## config.mk

```make
export PLATFORM = sky130hd
export DESIGN_NAME = cod_clk_ctrl
export DESIGN_NICKNAME = d
export VERILOG_FILES = /design/src/hw/cod_clk_ctrl.v /design/src/hw/cod_clk_divider.v
export VERILOG_INCLUDE_DIRS = /design/src /design/src/hw
export SDC_FILE = /design/constraint.sdc
export NUM_CORES = 1
export LEC_CHECK = 0
export ABC_AREA = 1
export BUFFER_PORTS_ARGS = -buffer_cell sky130_fd_sc_hd__buf_2
export CELL_PAD_IN_SITES_DETAIL_PLACEMENT = 2
export CELL_PAD_IN_SITES_GLOBAL_PLACEMENT = 2
export CORE_MARGIN = 3
export CORE_UTILIZATION = 16
export DETAILED_ROUTE_END_ITERATION = 7
export PLACE_DENSITY_LB_ADDON = 0.1
export SKIP_CTS_REPAIR_TIMING = 1
export SLEW_MARGIN = 20
export SYNTH_ARGS = -nofsm -noshare
export SYNTH_HDL_FRONTEND = slang
export SYNTH_HIERARCHICAL = 1
export SYNTH_SLANG_ARGS = --single-unit
```

## constraint.sdc

```tcl
create_clock -name core_clk_i -period 0.9 [get_ports core_clk_i]
set_input_delay 0.045 -clock core_clk_i [delete_from_list [all_inputs] [get_ports core_clk_i]]
set_output_delay 0.045 -clock core_clk_i [all_outputs]
set_load 0.005 [all_outputs]
```

## src/hw/cod_clk_regs.vh

```
// register offsets, field positions and reset values for the clock pin control block
// assumes a 32-bit apb slave with one aligned word per register
`ifndef COD_CLK_REGS_VH
`define COD_CLK_REGS_VH

// ----------------------------------------
// register byte offsets
// ----------------------------------------
`define COD_CLK_OUT_CTRL_OFS 12'h000
`define COD_CLK_SRC_CTRL_OFS 12'h004
`define COD_CLK_STATUS_OFS 12'h008

// ----------------------------------------
// clock-output control fields
// ----------------------------------------
`define COD_DIV_LSB 0
`define COD_DIV_MSB 1
`define COD_INSEL_BIT 6
`define COD_PINMUX_BIT 8

// ----------------------------------------
// clock source control fields
// ----------------------------------------
`define COD_XCLKPATH_OFF_BIT 13
`define COD_XTAL_OFF_BIT 14

// ----------------------------------------
// divider encodings
// ----------------------------------------
`define COD_DIV_BY4 2'h0
`define COD_DIV_BY2 2'h1
`define COD_DIV_BY1 2'h2
`define COD_DIV_OFF 2'h3

// ----------------------------------------
// reset values
// ----------------------------------------
`define COD_OUT_CTRL_RST 32'h00000040
`define COD_SRC_CTRL_RST 32'h00000000

`endif

```

## src/hw/cod_clk_ctrl.v

```verilog
// clock pin control: clock-output divider, external clock pin select, oscillator enables
// assumes an apb master on core_clk_i and synchronous pin inputs
// status reads sample the pin mux input in the setup cycle
//
// Summary of operation
// - clock output runs at system clock divided by one, two or four, field bits 1:0.
// - after reset the clock output runs at system clock divided by four.
// - divider field value 3 stops the clock output entirely.
// - divided clock reaches its shared pin only while the pin mux selects it.
// - select bit picks one of two pins for external clock; default jtag-clock pin.
// - bit 14 of source control turns the crystal oscillator off.
// - bit 13 of source control blocks the external clock input path.
//
// The APB interface to the registers and the address map were chosen for this implementation.
`timescale 1ns/1ps

module cod_clk_ctrl (
    // clock and reset
    input wire core_clk_i,
    input wire rst_i,
    // apb slave
    input wire psel_i,
    input wire penable_i,
    input wire pwrite_i,
    input wire [11:0] paddr_i,
    input wire [31:0] pwdata_i,
    input wire [3:0] pstrb_i,
    output wire pready_o,
    output wire [31:0] prdata_o,
    output wire pslverr_o,
    // clock pins
    input wire shared_pin_clkout_func_i,
    output wire clock_output_pin_o,
    output wire clock_output_pin_oe_o,
    input wire shared_pin_jtag_clock_i,
    input wire shared_pin_alt_clock_i,
    output wire external_oscillator_input_o,
    // oscillator controls
    output wire crystal_osc_enable_o,
    output wire ext_clock_path_enable_o
);

`include "cod_clk_regs.vh"

// ----------------------------------------
// registers
// ----------------------------------------
localparam [31:0] OUT_CTRL_RST = `COD_OUT_CTRL_RST;
localparam [31:0] SRC_CTRL_RST = `COD_SRC_CTRL_RST;

// the two off bits are stored as disables so that reset leaves both sources on
reg [1:0] div_q;
reg [1:0] div_d;
reg insel_q;
reg insel_d;
reg pinmux_q;
reg pinmux_d;
reg clock_output_control_reg_off_q;
reg clock_output_control_reg_off_d;
reg xtal_off_q;
reg xtal_off_d;
reg [31:0] rdata_q;
reg [31:0] rdata_d;
reg err_q;
reg err_d;

wire [31:0] out_ctrl_w;
wire [31:0] src_ctrl_w;
wire [31:0] status_w;
wire div_running;
wire clk_div;
wire wr_en;
wire rd_en;
wire setup_en;
wire out_ctrl_sel;
wire src_ctrl_sel;
wire ext_pin_clk;
wire ext_path_on;

// one decoder for the write selects and the read error, so they never disagree on a hit
function addr_hit;
    input [11:0] addr;
    input [11:0] ofs;
    begin
        addr_hit = (addr == ofs);
    end
endfunction

function is_mapped;
    input [11:0] addr;
    begin
        is_mapped = addr_hit(addr, `COD_CLK_OUT_CTRL_OFS) || addr_hit(addr, `COD_CLK_SRC_CTRL_OFS) ||
                    addr_hit(addr, `COD_CLK_STATUS_OFS);
    end
endfunction

// single-cycle access phase: pready is high whenever penable is
assign setup_en = psel_i & ~penable_i;
assign wr_en = psel_i & penable_i & pwrite_i;
assign rd_en = setup_en & ~pwrite_i;
assign out_ctrl_sel = addr_hit(paddr_i, `COD_CLK_OUT_CTRL_OFS);
assign src_ctrl_sel = addr_hit(paddr_i, `COD_CLK_SRC_CTRL_OFS);

assign out_ctrl_w = {23'h000000, pinmux_q, 1'b0, insel_q, 4'h0, div_q};
assign src_ctrl_w = {17'h00000, xtal_off_q, clock_output_control_reg_off_q, 13'h0000};
assign status_w = {29'h00000000, shared_pin_clkout_func_i, div_running, clock_output_pin_oe_o};

// ----------------------------------------
// control register writes
// ----------------------------------------
// a write lands only at the access edge; lanes without a strobe keep their bits
always @* begin
    div_d = div_q;
    insel_d = insel_q;
    pinmux_d = pinmux_q;
    clock_output_control_reg_off_d = clock_output_control_reg_off_q;
    xtal_off_d = xtal_off_q;
    // lane 0: divider field and external pin select
    if (wr_en & out_ctrl_sel & pstrb_i[0]) begin
        div_d = pwdata_i[`COD_DIV_MSB:`COD_DIV_LSB];
        insel_d = pwdata_i[`COD_INSEL_BIT];
    end
    // lane 1: local pin mux bit
    if (wr_en & out_ctrl_sel & pstrb_i[1]) begin
        pinmux_d = pwdata_i[`COD_PINMUX_BIT];
    end
    // lane 1 of source control: path-off and crystal-off bits
    if (wr_en & src_ctrl_sel & pstrb_i[1]) begin
        clock_output_control_reg_off_d = pwdata_i[`COD_XCLKPATH_OFF_BIT];
        xtal_off_d = pwdata_i[`COD_XTAL_OFF_BIT];
    end
end

always @(posedge core_clk_i) begin
    if (rst_i) begin
        div_q <= OUT_CTRL_RST[`COD_DIV_MSB:`COD_DIV_LSB];
        insel_q <= OUT_CTRL_RST[`COD_INSEL_BIT];
        pinmux_q <= OUT_CTRL_RST[`COD_PINMUX_BIT];
        clock_output_control_reg_off_q <= SRC_CTRL_RST[`COD_XCLKPATH_OFF_BIT];
        xtal_off_q <= SRC_CTRL_RST[`COD_XTAL_OFF_BIT];
    end else begin
        div_q <= div_d;
        insel_q <= insel_d;
        pinmux_q <= pinmux_d;
        clock_output_control_reg_off_q <= clock_output_control_reg_off_d;
        xtal_off_q <= xtal_off_d;
    end
end

// ----------------------------------------
// read data and error, captured in the setup cycle
// ----------------------------------------
// capturing at setup gives registered read data that already stands in the access phase
always @* begin
    rdata_d = rdata_q;
    err_d = err_q;
    if (setup_en) begin
        // a write's setup clears read data so stale values never stand
        err_d = ~is_mapped(paddr_i);
        rdata_d = 32'h00000000;
        if (rd_en) begin
            case (paddr_i)
                `COD_CLK_OUT_CTRL_OFS: begin
                    rdata_d = out_ctrl_w;
                end
                `COD_CLK_SRC_CTRL_OFS: begin
                    rdata_d = src_ctrl_w;
                end
                `COD_CLK_STATUS_OFS: begin
                    rdata_d = status_w;
                end
                default: begin
                    rdata_d = 32'h00000000;
                end
            endcase
        end
    end
end

always @(posedge core_clk_i) begin
    if (rst_i) begin
        rdata_q <= 32'h00000000;
        err_q <= 1'b0;
    end else begin
        rdata_q <= rdata_d;
        err_q <= err_d;
    end
end

assign pready_o = 1'b1;
assign prdata_o = rdata_q;
assign pslverr_o = psel_i & penable_i & err_q;

// ----------------------------------------
// clock output divider and pin gating
// ----------------------------------------
cod_clk_divider u_div (
    .core_clk_i(core_clk_i),
    .rst_i(rst_i),
    .div_sel_i(div_q),
    .clk_div_o(clk_div),
    .running_o(div_running)
);

// the pin mux is an input from the gpio block or the local mux bit
// divide by one passes the core clock through this gate: the pin carries a clock, not data
assign clock_output_pin_oe_o = shared_pin_clkout_func_i | pinmux_q;
assign clock_output_pin_o = clock_output_pin_oe_o & clk_div;

// ----------------------------------------
// external clock source selection
// ----------------------------------------
// software must set the path-off bit during debug; hardware does not watch the jtag port
assign ext_pin_clk = insel_q ? shared_pin_jtag_clock_i : shared_pin_alt_clock_i;
assign ext_path_on = ~clock_output_control_reg_off_q;

// pin chosen first and gated last, so a blocked path stays low whatever the pins do
assign external_oscillator_input_o = ext_path_on & ext_pin_clk;
assign ext_clock_path_enable_o = ext_path_on;
assign crystal_osc_enable_o = ~xtal_off_q;

endmodule

```

## src/hw/cod_clk_divider.v

```verilog
// divider that makes the clock-output waveform from the system clock
// assumes div_sel_i is a registered field; changes take effect at the next core clock edge, in any phase
`timescale 1ns/1ps

module cod_clk_divider (
    // clock and reset
    input wire core_clk_i,
    input wire rst_i,
    // control
    input wire [1:0] div_sel_i,
    // divided clock and state
    output wire clk_div_o,
    output wire running_o
);

`include "cod_clk_regs.vh"

// ----------------------------------------
// phase counter
// ----------------------------------------
reg [1:0] cnt_q;
reg [1:0] cnt_d;
reg out_q;
reg out_d;

// divide by one cannot be made with a flop; the core clock is passed through for it
always @* begin
    cnt_d = cnt_q + 2'h1;
    out_d = out_q;
    case (div_sel_i)
        `COD_DIV_BY4: begin
            out_d = ~cnt_q[1];
        end
        `COD_DIV_BY2: begin
            out_d = ~out_q;
        end
        `COD_DIV_BY1: begin
            out_d = 1'b0;
        end
        default: begin
            cnt_d = 2'h0;
            out_d = 1'b0;
        end
    endcase
end

always @(posedge core_clk_i) begin
    if (rst_i) begin
        cnt_q <= 2'h0;
        out_q <= 1'b0;
    end else begin
        cnt_q <= cnt_d;
        out_q <= out_d;
    end
end

assign clk_div_o = (div_sel_i == `COD_DIV_BY1) ? core_clk_i : out_q;
assign running_o = (div_sel_i != `COD_DIV_OFF);

endmodule

```

==> reports/qor.txt <==
outcome -> finished with violations
failing checks -> setup timing
PwrDens -> 1150 nW/um2
Simple-Gate Fraction of Synth Area -> 34.6%
WHS -> 0.0172 ns
share of cells above drive strength 1 -> 47.6%
critical path, cell by cell -> or2_4 > buf_6 > buf_6
largest family of logic cells by synthesized area -> simple AND/OR/NAND/NOR gates
total power -> 0.00198 W
vias in the first global route -> 1299
crit end category -> output port
Synth Flop Type -> dfxtp_1
minimum clock period -> 1.19 ns
hold crit path type -> in -> reg
clk_skew -> 0.00401 ns
number of distinct library cells after synthesis -> 24
Synth Area in Adders -> 0%
Final nets -> 288
drt pass-1 iters -> 4
mux cell area share after synthesis -> 0%
area grow syn2layout -> 53.7%
worst slack, placed -> -0.230 ns
f_max -> 838 MHz
RSZ-0062 raised after global routing -> true
Synth top area share -> 30.2%
clock latency on the worst-skew pair -> 0.36 ns
Slew Viols, Final -> 0
area leader, netlist -> dfxtp_1
main area contributors after synthesis -> dfxtp_1 (30%), buf_4 (17%), nand2_1 (9.7%), inv_1 (5.7%), nor2_1 (5.3%)
slowest stage delay, CP -> 0.32 ns
CORE AREA -> 6600 um2
R2R Setup Slk -> -0.11 ns
placed inst area -> 1430 um2
WP data arrival -> 1.15 ns
initial core utilization -> 17.1%
total routed wirelength -> 3670 um
max-cap viol count -> 0
peak supply drop -> 0.000393 V
synth cell count leaders -> nand2_1 (29), buf_4 (26), dfxtp_1 (17), inv_1 (17), nor2_1 (16)
grt ovf -> 0
crit-path max FO -> 2
WP data required -> 0.85 ns
initial antenna violation count -> 0
Antenna Violating Nets Remaining -> 0
Seq/Total Area, Yosys -> 30.2%
GRT Overall Usage -> 9.25%
I/O Buffers -> 40
DP Wirelength -> 3070 um
setup TNS -> -0.958 ns
most used cell, CP -> buf_6
#FFs+latches synth -> 17
final worst slack -> -0.293 ns
Final Hold Viols -> 0
chip width -> 89.9 um
global-route wire length before repair -> 5910 um
EDFF count, synth -> 0
Compound-Gate Fraction of Synth Area -> 9.54%
CTS tree -> done
IO Count -> 95
largest net degree at the start of global routing -> 11
full die area -> 8090 um2
Crit-path slowest cell -> dfxtp_2
Antenna diodes -> 0
synth warn -> 6
clk slew on worst S/H paths -> 0.07 ns
Post-Synth XOR/XNOR Area -> 0%
wire length per cell -> 11.3 um
crit-path leading delay family -> flip-flops
final instance area -> 1730 um2
DRC -> 0
WP buf/inv -> 2
fin crit share -> 133%
First DRT Iteration DRCs -> 21
Post-Syn Area -> 1130 um2
Mapped Cells -> 158
gpl congestion -> 0.654
DIE HEIGHT -> 89.9 um
Critical Path Source Type -> register
Via Count -> 1202
asr flop ratio synth -> 0%
most common cell in the netlist -> nand2_1
leakage power -> 0.869 nW
Final setup viols -> 9
Vias/cell -> 3.71
FP Rows -> 29
Avg Inst Size Synth -> 7.14 um2
critical path class -> reg -> out
[cell usage in the layout, fill, tap and decap left out, drive strengths merged]
master,n
a21oi,12
buf,62
clkbuf,6
clkinv,1
conb,26
dfxtp,17
dlygate4sd3,8
inv,19
nand2,33
nand3,10
nand4,6
nor2,23
o211ai,1
o21a,1
o21ai,5
or2,1
[per-layer routing]
layer	up-vias	routed length, um	share of wire, %	global-route usage, %
li1	591	-	-	-
met5	-	0	0	0
met4	0	39	1.1	3.95
met3	7	248	6.8	4.59
met2	49	1930	53	15.9
met1	555	1450	40	9.57
[logic make-up (layout without fill, tap and decap cells)]
family | Yosys count | count (layout)
simple gates | 73 | 73
other cells | 2 | 26
flops | 17 | 17
compound gates | 19 | 19
buf+inv | 47 | 96
[power by group]
group	leakage, nW	switching [W]	internal (W)
sequential	0.144	0.00000810	0.000758
combinational	0.666	0.000155	0.000134
clock	0.0594	0.000336	0.000594
total	0.869	0.000499	0.00149
[worst register-to-register path, stage by stage, from the launching register on]
cell     delay [ns]
dfxtp_2        0.32
or2_4          0.26
buf_6          0.12
nand3_2        0.05
nand2_1        0.05
nand2_1        0.06
a21oi_2        0.05
[state kept, by name, summed over array words and instances (netlist names)]
name / cells
clock_output_control_reg_off_q: 1
u_div/out_q: 1
pinmux_q: 1
err_q: 1
xtal_off_q: 1
div_q: 2
u_div/cnt_q: 2
insel_q: 1
prdata_o: 7
[final cells by class]
type                       instances  area (um2)
clock inverter                     1        5.00
tap                               93         116
multi-input combinational        118         623
clock buffer                       7        87.6
fill                             804        4870
timing repair buffer              69         467
inverter                          19        71.3
sequential                        17         363
[through the flow]
stage	util, %	cells
CTS	23.0	308
global route	26.2	324
floorplan	-	182
detailed placement	21.7	301
global placement	21.7	301
finish	26.2	324
[path summary, 6_finish.rpt]
path,startpoint,to,depth (start not counted)
setup / recovery,pinmux_q$_SDFFE_PP0P_,clock_output_pin_oe_o,3
hold / removal,shared_pin_clkout_func_i,prdata_o[2]$_SDFFE_PP0P_,3
setup reg to reg,pinmux_q$_SDFFE_PP0P_,prdata_o[0]$_SDFFE_PP0P_,6
hold reg to reg,u_div/cnt_q[0]$_SDFF_PP0_,u_div/cnt_q[0]$_SDFF_PP0_,1
(Power assumes the default switching activity.)
